[src/rtl/tccf_pkg.sv]
// constants and types for the timer compare/capture and request flag block
package tccf_pkg;

    // ------------------------------------------------------------
    // register addresses on the special function register bus
    // ------------------------------------------------------------
    localparam logic [7:0] ADDR_IRQ_FLAGS    = 8'hC0;
    localparam logic [7:0] ADDR_MODE_SELECT  = 8'hC1;
    localparam logic [7:0] ADDR_CH_ONE_LOW   = 8'hC2;
    localparam logic [7:0] ADDR_CH_ONE_HIGH  = 8'hC3;
    localparam logic [7:0] ADDR_CH_TWO_LOW   = 8'hC4;
    localparam logic [7:0] ADDR_CH_TWO_HIGH  = 8'hC5;

    // ------------------------------------------------------------
    // reset values
    // ------------------------------------------------------------
    localparam logic [7:0]  RST_IRQ_FLAGS   = 8'h00;
    localparam logic [7:0]  RST_MODE_SELECT = 8'h00;
    localparam logic [15:0] RST_CH_VALUE    = 16'h0000;
    localparam logic [7:0]  RST_READ_DATA   = 8'h00;

    // ------------------------------------------------------------
    // field positions
    // ------------------------------------------------------------
    localparam int MODE_W       = 2;
    localparam int MODE_LSB_CH0 = 0;
    localparam int MODE_LSB_CH1 = 2;
    localparam int MODE_LSB_CH2 = 4;
    localparam int MODE_LSB_CH3 = 6;

    localparam int FLAG_RELOAD   = 7;
    localparam int FLAG_OVERFLOW = 6;
    localparam int FLAG_EXT_LSB  = 1;
    localparam int FLAG_EXT_W    = 5;
    localparam int FLAG_CONVERT  = 0;
    // bit 0 belongs to a converter this device lacks: never held
    localparam logic [7:0] FLAG_KEEP_MASK = 8'hFE;

    // ------------------------------------------------------------
    // types
    // ------------------------------------------------------------
    typedef enum logic [1:0] {
        MODE_OFF   = 2'b00,
        MODE_PIN   = 2'b01,
        MODE_CMP   = 2'b10,
        MODE_WRCAP = 2'b11
    } tccf_mode_type;

    typedef struct packed {
        logic [7:0] addr;
        logic [7:0] wdata;
        logic       wr;
        logic       rd;
    } tccf_sfr_req_type;

endpackage

[src/rtl/tccf_top.sv]
// compare/capture front end for timer two and the interrupt request flags

module tccf_top (
    // clock and reset
    input  wire logic                      i_mclk,
    input  wire logic                      i_srst,
    // special function register bus
    input  wire tccf_pkg::tccf_sfr_req_type i_sfr_req,
    output logic                           o_sfr_sel,
    output logic [7:0]                     o_sfr_rdata,
    // timer two
    input  wire logic [15:0]               i_timer_count,
    input  wire logic                      i_timer_reload_evt,
    input  wire logic                      i_timer_overflow_evt,
    // external interrupt edge events, irq two to six
    input  wire logic [4:0]                i_ext_irq_edge_evt,
    input  wire logic                      i_ext_irq_three_edge_select,
    // capture pins, index is channel number
    input  wire logic [3:0]                i_channel_capture_pin,
    // channel outputs
    output logic [1:0]                     o_compare_match,
    output logic [1:0]                     o_capture_evt,
    output logic                           o_channel_zero_capture,
    output logic [1:0]                     o_channel_three_mode
);

    // ------------------------------------------------------------
    // bus decode
    // ------------------------------------------------------------
    wire logic [7:0] addr  = i_sfr_req.addr;
    wire logic [7:0] wdata = i_sfr_req.wdata;
    wire logic       wr    = i_sfr_req.wr;
    wire logic       rd    = i_sfr_req.rd;

    wire logic hit_flags = (addr == tccf_pkg::ADDR_IRQ_FLAGS);
    wire logic hit_mode  = (addr == tccf_pkg::ADDR_MODE_SELECT);
    wire logic hit_c1_lo = (addr == tccf_pkg::ADDR_CH_ONE_LOW);
    wire logic hit_c1_hi = (addr == tccf_pkg::ADDR_CH_ONE_HIGH);
    wire logic hit_c2_lo = (addr == tccf_pkg::ADDR_CH_TWO_LOW);
    wire logic hit_c2_hi = (addr == tccf_pkg::ADDR_CH_TWO_HIGH);

    wire logic [1:0] hit_lo = {hit_c2_lo, hit_c1_lo};
    wire logic [1:0] hit_hi = {hit_c2_hi, hit_c1_hi};

    assign o_sfr_sel = hit_flags | hit_mode | (|hit_lo) | (|hit_hi);

    // write strobes per register
    wire logic mode_wr = wr && hit_mode;
    wire logic flag_wr = wr && hit_flags;

    // ------------------------------------------------------------
    // mode select register
    // ------------------------------------------------------------
    logic [7:0] mode_select_r;

    always_ff @(posedge i_mclk) begin
        if (i_srst) begin
            mode_select_r <= tccf_pkg::RST_MODE_SELECT;
        end else if (mode_wr) begin
            mode_select_r <= wdata;
        end
    end

    wire tccf_pkg::tccf_mode_type mode_ch0 =
        tccf_pkg::tccf_mode_type'(mode_select_r[tccf_pkg::MODE_LSB_CH0 +: tccf_pkg::MODE_W]);
    wire tccf_pkg::tccf_mode_type mode_ch1 =
        tccf_pkg::tccf_mode_type'(mode_select_r[tccf_pkg::MODE_LSB_CH1 +: tccf_pkg::MODE_W]);
    wire tccf_pkg::tccf_mode_type mode_ch2 =
        tccf_pkg::tccf_mode_type'(mode_select_r[tccf_pkg::MODE_LSB_CH2 +: tccf_pkg::MODE_W]);

    // channel three data lives elsewhere; only its mode is exported
    assign o_channel_three_mode =
        mode_select_r[tccf_pkg::MODE_LSB_CH3 +: tccf_pkg::MODE_W];

    // index 0 is channel one, index 1 channel two
    wire tccf_pkg::tccf_mode_type mode_ch [2];
    assign mode_ch[0] = mode_ch1;
    assign mode_ch[1] = mode_ch2;

    // ------------------------------------------------------------
    // capture pin edge detection
    // ------------------------------------------------------------
    logic [3:0] pin_prev_r;

    always_ff @(posedge i_mclk) begin
        if (i_srst) begin
            pin_prev_r <= 4'h0;
        end else begin
            pin_prev_r <= i_channel_capture_pin;
        end
    end

    wire logic [3:0] pin_rise = i_channel_capture_pin & ~pin_prev_r;
    wire logic [3:0] pin_fall = ~i_channel_capture_pin & pin_prev_r;

    // ------------------------------------------------------------
    // channel zero capture pulse
    // ------------------------------------------------------------
    // channel zero follows the irq three edge select; its register is external
    wire logic ch0_edge = i_ext_irq_three_edge_select ? pin_rise[0] : pin_fall[0];
    wire logic ch0_cap  = (mode_ch0 == tccf_pkg::MODE_PIN) && ch0_edge;

    always_ff @(posedge i_mclk) begin
        if (i_srst) begin
            o_channel_zero_capture <= 1'b0;
        end else begin
            o_channel_zero_capture <= ch0_cap;
        end
    end

    // ------------------------------------------------------------
    // channels one and two: next values
    // ------------------------------------------------------------
    logic [15:0]      value_r   [2];
    wire logic [15:0] value_nxt [2];
    wire logic [1:0]  match_nxt;
    wire logic [1:0]  cap_nxt;

    genvar ch;
    generate
        for (ch = 0; ch < 2; ch = ch + 1) begin : g_chan
            wire logic wr_lo    = wr && hit_lo[ch];
            wire logic wr_hi    = wr && hit_hi[ch];
            // pins of channels one and two capture on the rising edge only
            wire logic cap_pin  = (mode_ch[ch] == tccf_pkg::MODE_PIN) && pin_rise[ch + 1];
            wire logic cap_wr   = (mode_ch[ch] == tccf_pkg::MODE_WRCAP) && (wr_lo || wr_hi);
            wire logic do_cap   = cap_pin || cap_wr;
            wire logic is_match = (mode_ch[ch] == tccf_pkg::MODE_CMP)
                                  && (value_r[ch] == i_timer_count);

            // a write in write-capture mode latches the count, not the data
            assign value_nxt[ch] = do_cap ? i_timer_count :
                                   wr_lo  ? {value_r[ch][15:8], wdata} :
                                   wr_hi  ? {wdata, value_r[ch][7:0]}  :
                                   value_r[ch];
            assign match_nxt[ch] = is_match;
            assign cap_nxt[ch]   = do_cap;
        end
    endgenerate

    // ------------------------------------------------------------
    // channels one and two: registers
    // ------------------------------------------------------------
    always_ff @(posedge i_mclk) begin
        if (i_srst) begin
            value_r         <= '{default: tccf_pkg::RST_CH_VALUE};
            o_compare_match <= 2'b00;
            o_capture_evt   <= 2'b00;
        end else begin
            value_r         <= value_nxt;
            o_compare_match <= match_nxt;
            o_capture_evt   <= cap_nxt;
        end
    end

    // ------------------------------------------------------------
    // interrupt request flags
    // ------------------------------------------------------------
    logic [7:0] irq_flags_r;
    logic [7:0] irq_flags_nxt;
    logic [7:0] flag_set;

    always_comb begin
        flag_set = 8'h00;
        flag_set[tccf_pkg::FLAG_RELOAD]   = i_timer_reload_evt;
        flag_set[tccf_pkg::FLAG_OVERFLOW] = i_timer_overflow_evt;
        flag_set[tccf_pkg::FLAG_EXT_LSB +: tccf_pkg::FLAG_EXT_W] = i_ext_irq_edge_evt;
    end

    // a hardware set in the same cycle as a software write wins
    wire logic [7:0] flag_base = flag_wr ? wdata : irq_flags_r;
    assign irq_flags_nxt = flag_base | flag_set;

    // bit 0 is masked off so the converter flag never sets
    always_ff @(posedge i_mclk) begin
        if (i_srst) begin
            irq_flags_r <= tccf_pkg::RST_IRQ_FLAGS;
        end else begin
            irq_flags_r <= irq_flags_nxt & tccf_pkg::FLAG_KEEP_MASK;
        end
    end

    // ------------------------------------------------------------
    // read data
    // ------------------------------------------------------------
    wire logic [7:0] c1_lo_q = value_r[0][7:0];
    wire logic [7:0] c1_hi_q = value_r[0][15:8];
    wire logic [7:0] c2_lo_q = value_r[1][7:0];
    wire logic [7:0] c2_hi_q = value_r[1][15:8];

    wire logic [7:0] rd_mux =
        hit_flags ? irq_flags_r :
        hit_mode  ? mode_select_r :
        hit_c1_lo ? c1_lo_q :
        hit_c1_hi ? c1_hi_q :
        hit_c2_lo ? c2_lo_q :
        hit_c2_hi ? c2_hi_q :
        tccf_pkg::RST_READ_DATA;

    always_ff @(posedge i_mclk) begin
        if (i_srst) begin
            o_sfr_rdata <= tccf_pkg::RST_READ_DATA;
        end else if (rd) begin
            o_sfr_rdata <= rd_mux;
        end
    end

endmodule

[config.mk]
export PLATFORM = sky130hd
export DESIGN_NAME = tccf_top
export DESIGN_NICKNAME = d
export VERILOG_FILES = /design/src/rtl/tccf_pkg.sv /design/src/rtl/tccf_top.sv
export SDC_FILE = /design/constraint.sdc
export NUM_CORES = 1
export LEC_CHECK = 0
export BUFFER_PORTS_ARGS = -buffer_cell sky130_fd_sc_hd__buf_4
export CELL_PAD_IN_SITES_DETAIL_PLACEMENT = 1
export CELL_PAD_IN_SITES_GLOBAL_PLACEMENT = 2
export CORE_MARGIN = 4
export CORE_UTILIZATION = 35
export CTS_CLUSTER_DIAMETER = 80
export CTS_CLUSTER_SIZE = 8
export DETAILED_ROUTE_END_ITERATION = 8
export PLACE_DENSITY_LB_ADDON = 0.1
export SKIP_LAST_GASP = 1
export SYNTH_ARGS = -nofsm -noshare
export SYNTH_HDL_FRONTEND = slang
export SYNTH_SLANG_ARGS = --single-unit
[constraint.sdc]
create_clock -name i_mclk -period 4.3 [get_ports i_mclk]
set_clock_uncertainty 0.2 [all_clocks]
set_input_delay 0.215 -clock i_mclk [delete_from_list [all_inputs] [get_ports i_mclk]]
set_output_delay 0.215 -clock i_mclk [all_outputs]
set_load 0.02 [all_outputs]
; Yosys cells after proc, flatten, opt, wreduce, memory -nomap -nowiden
; Cells that the tools add are included.
[totals]
reg_bits = 64
wordCells = 76
[op_classes]
n_eq_ne = 17
n_mux = 14
n_bitwise = 8
n_reduce_logical = 25
[op_table]
columns = operator, count
row1 = 16-bit two-way mux, 6
row2 = 8-bit two-way mux, 7
row3 = "8-bit == test, second input constant", 6
row4 = 16-bit == test, 2
row5 = 1-bit logical AND, 13
row6 = "2-bit == test, second input constant", 4
row7 = 8-bit OR, 1
row8 = 2-bit nonzero test, 4
row9 = "2-bit by 1-bit == test with 1-bit output, second input constant", 3
row10 = 1-bit logical OR, 4
row11 = "2-bit by 1-bit != test with 1-bit output, second input constant", 2
row12 = 2-bit AND reduction, 2
row13 = 2-bit OR reduction, 2
row14 = 3-bit bitwise AND, 1
row15 = 3-bit NOT, 1
row16 = 1-bit OR, 3
row17 = 1-bit bitwise AND, 1
row18 = 1-bit two-way mux, 1
row19 = 1-bit NOT, 1

; Longest topological paths before layout
[logic_depth]
word_depth = 7
ltp_mapped = 8
ltp_nobuf = 5

; Worst setup path before layout
; No wires, ideal clock.
[synth_timing]
path_type = in2reg
startpoint = input i_sfr_req[13] (netlist bit)
endpoint = register mode_select_r[0]
setup_ps = 128
t_arrival_ps = 1419
setup_slack_ps = 2553
stages = 6
cell_sequence = nand2b_4 -> nor4b_4 -> and4_2 -> buf_4 -> mux2i_1 -> nor2_1
[synth_via]
elab_chain_cells = 2
[synth_lines]
columns = item, line_no
row1 = start: declaration, tccf_top.sv:8  ; input wire tccf_pkg::tccf_sfr_req_type i_sfr_req,
row2 = 8-bit == test, tccf_top.sv:36  ; wire logic hit_mode = (addr == tccf_pkg::ADDR_MODE_SELECT);
row3 = 1-bit logical AND, tccf_top.sv:48  ; wire logic mode_wr = wr && hit_mode;
row4 = end signal: assignment, tccf_top.sv:58  ; mode_select_r <= tccf_pkg::RST_MODE_SELECT;
row5 = end signal: assignment, tccf_top.sv:60  ; mode_select_r <= wdata;
row6 = end: declaration, tccf_top.sv:54  ; logic [7:0] mode_select_r;
; No other way between the ends.
; A chain may end at the register's enable or synchronous reset.

; Final worst setup path
[layout_timing]
startpoint = input i_channel_capture_pin[1]
endpoint = register value_r, in the netlist c1_lo_q[0]
[layout_via]
elab_chain_cells = 4
elab_cells_between_ends = 5
cone_classes = 1 x mux / 1 x bitwise / 3 x reduce/logical
[layout_lines]
columns = item, line_no
row1 = start: declaration, tccf_top.sv:19  ; input wire logic [3:0] i_channel_capture_pin,
row2 = 3-bit bitwise AND (*), tccf_top.sv:93  ; wire logic [3:0] pin_rise = i_channel_capture_pin & ~pin_prev_r;
row3 = 1-bit logical AND (*), tccf_top.sv:125  ; wire logic cap_pin = (mode_ch[ch] == tccf_pkg::MODE_PIN) && pin_rise[ch + 1];
row4 = 1-bit logical OR (*), tccf_top.sv:127  ; wire logic do_cap = cap_pin || cap_wr;
row5 = 16-bit two-way mux or 2-bit nonzero test (tied branches), --
row6 = end signal: assignment, tccf_top.sv:150  ; value_r <= value_nxt;
row7 = end: declaration, tccf_top.sv:114  ; logic [15:0] value_r [2];
; Mark *: on every way between the ends. The rest lies on a longest branch, timed or not.

==> qor.yml <==
setup_slack_ns: 1.994
drt_iter0_markers: 237
drt-pass1-iter-count: 6
hp-class: "primary input to flip-flop"
fill_cells: 1121
start_util_pct: 36.57
netlist_area_sq_um: 3443
end_kind: "flip-flop"
multi_input_area_sq_um: 2009
fin_crit_sh_pct: 53.63
clock-sinks: 63
yosys-top-cells-area: "dfxtp_1 (37%), xor2_1 (8.1%), a21oi_1 (6.0%)"
clk_pin_slew_ns: 0.07
core_region_area_sq_um: 9415
ant_nets: 0
slowest_delay_ns: 0.54
final_max_slew_viol_count: 0
numCtsBuffers: 9
cts_max_path_buffers: 2
placementRows: 35
cts_tree: "yes"
async_flop_share_pct: 0
ys_seq_area_share_pct: 36.63
clk_latency_ns: 0.34
crit_buf_inv: 2
dp_slack_ns: 1.769
synthToLayoutAreaGrowth_pct: 27.33
gr-usage-all-layers_pct: 23.21
grt_max_degree: 63
crit_path_start_kind: "primary input"
dpl.hpwl_microns: 9084
die_w_microns: 107.2
insertedDiodeCount: 0
pin_count: 64
irDropWorstVdd_mv: 0.1465
hold_viol_final: 0
yosysTopAreaCell: "dfxtp_1"
cts_setup_buffers: 0
synth_top_area_share_pct: 36.63
wl_per_cell_microns: 20.53
syn_avg_cell_area_sq_um: 8.159
whs_ns: 0.01352
routed_via_density: 5.559
period_minus_slack_ns: 2.306
place.port_buffers: 62
grt_overflow: 0
status: "complete, no violations"
netlist_instances: 422
vias: 3469
seq_area_sq_um: 1261
gp_congestion: 0.8845
tns_ns: 0
crit_family: "compound AO/OA/AOI/OAI gates"
drc: 0
synthesis.nets: 470
routed_wl_microns: 12810
synth_most_common_cell: "dfxtp_1"
die_h_microns: 107.2
finalSetupViolCount: 0
rsz0062_at_grt: "false"
crit_required_ns: 4.35
drive_gt1_share_pct: 16.97
antenna_found_initial: 0
path_cells: "dlygate4sd3_1, buf_4, nor2b_1, o21ai_2, a21o_1, nor2_1, a311oi_1"
grt_pass1_wl_microns: 20250
clockRootBuffer: "clkbuf_8"
synth_top_flop_cell: "dfxtp_1"
synthTopCellsByCount: "dfxtp_1 (63), nand2_1 (52), nor2_1 (45)"
cp_slowest_cell: "dlygate4sd3_1"
powerDensity_nw_per_um2: 286.2
cellLeakagePower_nw: 1.728
critical_path_class: "primary input to flip-flop"
max_cap_violations: 0
dieArea_sq_um: 11490
synth_edf_count: 0
htreeDepth: 3
ys_types: 49
tightest_slew_ns: 0.8541
ys_ff_latch: 63
nNetsFinal: 540
timing.fmax_ghz: 0.4336
grt_pass1_vias: 3570
critPathArrivalTime_ns: 2.35
critical_path.max_fanout: 17
max_slew_margin_pct: 43.06
yosys_warnings: 0
==> layer usage <==
| layer | global-route usage, % | part of all wire (%) | vias up |
|---|---|---|---|
| met1 | 30.85 | 46 | 1703 |
| met2 | 38.65 | 48 | 84 |
| li1 | - | - | 1664 |
| met5 | 0 | 0 | - |
| met4 | 6.941 | 2.2 | 0 |
| met3 | 3.612 | 3.9 | 18 |
==> cells by family after synthesis <==
logic type / count (synthesis) / share of synthesized area, %
compound gates: 116 / 22.57
mux: 15 / 4.470
buf+inv: 39 / 5.014
flops: 63 / 36.63
simple gates: 157 / 23.18
xor+xnor: 32 / 8.140
==> registers in the layout (all words and copies together) (netlist names) <==
signal	flops
c1_hi_q	8
mode_select_r	8
o_sfr_rdata	8
o_channel_zero_capture	1
c2_hi_q	8
c2_lo_q	8
irq_flags_r	7
c1_lo_q	8
pin_prev_r	3
o_capture_evt	2
o_compare_match	2
==> worst min-delay path, delay by kind of cell <==
family / cells / cell delay (ns)
AND/OR/NAND/NOR: 1 / 0.10
AO/OA/AOI/OAI: 1 / 0.05
buffers and inverters: 1 / 0.14
==> worst paths after layout <==
| path | startpoint | end | slack, ns | cells past startpoint |
|---|---|---|---|---|
| worst max register to register | mode_select_r[5] | c2_hi_q[1] | 2.11 | 5 |
| worst max-delay path | i_channel_capture_pin[1] | c1_lo_q[0] | 1.99 | 7 |
| worst min register to register | irq_flags_r[7] | irq_flags_r[7] | 0.26 | 2 |
| worst min-delay path | i_timer_count[2] | c1_lo_q[2] | 0.01 | 3 |
==> repair_timing <==
action	in CTS	in global routing
resized for setup	0	0
hold endpoints to repair	30	0
hold buffers	27	0
setup endpoints to repair	0	0
==> layout make-up <==
type	count	share of cell area (%)
inverters	9	0.7705
flip-flops and latches	63	28.77
well taps	129	3.682
multi-input cells	320	45.83
repair buffers	89	16.78
clock buffers	14	4.167
==> layout by cell type (no fill, tap or decap), types with 8 or more instances in the layout <==
master / n
dfxtp_1: 63
buf_4: 62
mux2i_1: 12
nor2_1: 45
a21oi_1: 41
nand2_1: 52
o22ai_1: 13
a311oi_1: 8
xor2_1: 32
nor4_1: 11
clkbuf_8: 13
a222oi_1: 8
a22oi_1: 20
nor2b_1: 10
dlygate4sd3_1: 27
inv_1: 9
==> report_power, final <==
group | internal (mW) | total (mW) | switching [mW]
logic | 0.0732 | 0.164 | 0.0905
registers | 0.592 | 0.597 | 0.00500
clock network | 0.267 | 0.494 | 0.227
==> per-stage QoR <==
step | instance area (sq um) | cells | utilization (%) | power (mW)
floorplan | 3443 | 422 | - | 0.6741
global placement | 3931 | 583 | 41.75 | 0.7519
detailed placement | 3931 | 583 | 41.75 | 0.7539
CTS | 4384 | 624 | 46.56 | 1.271
global route | 4384 | 624 | 46.56 | 1.311
finish | 4384 | 624 | 46.56 | 1.255
Power figures use the tool's default switching activity.
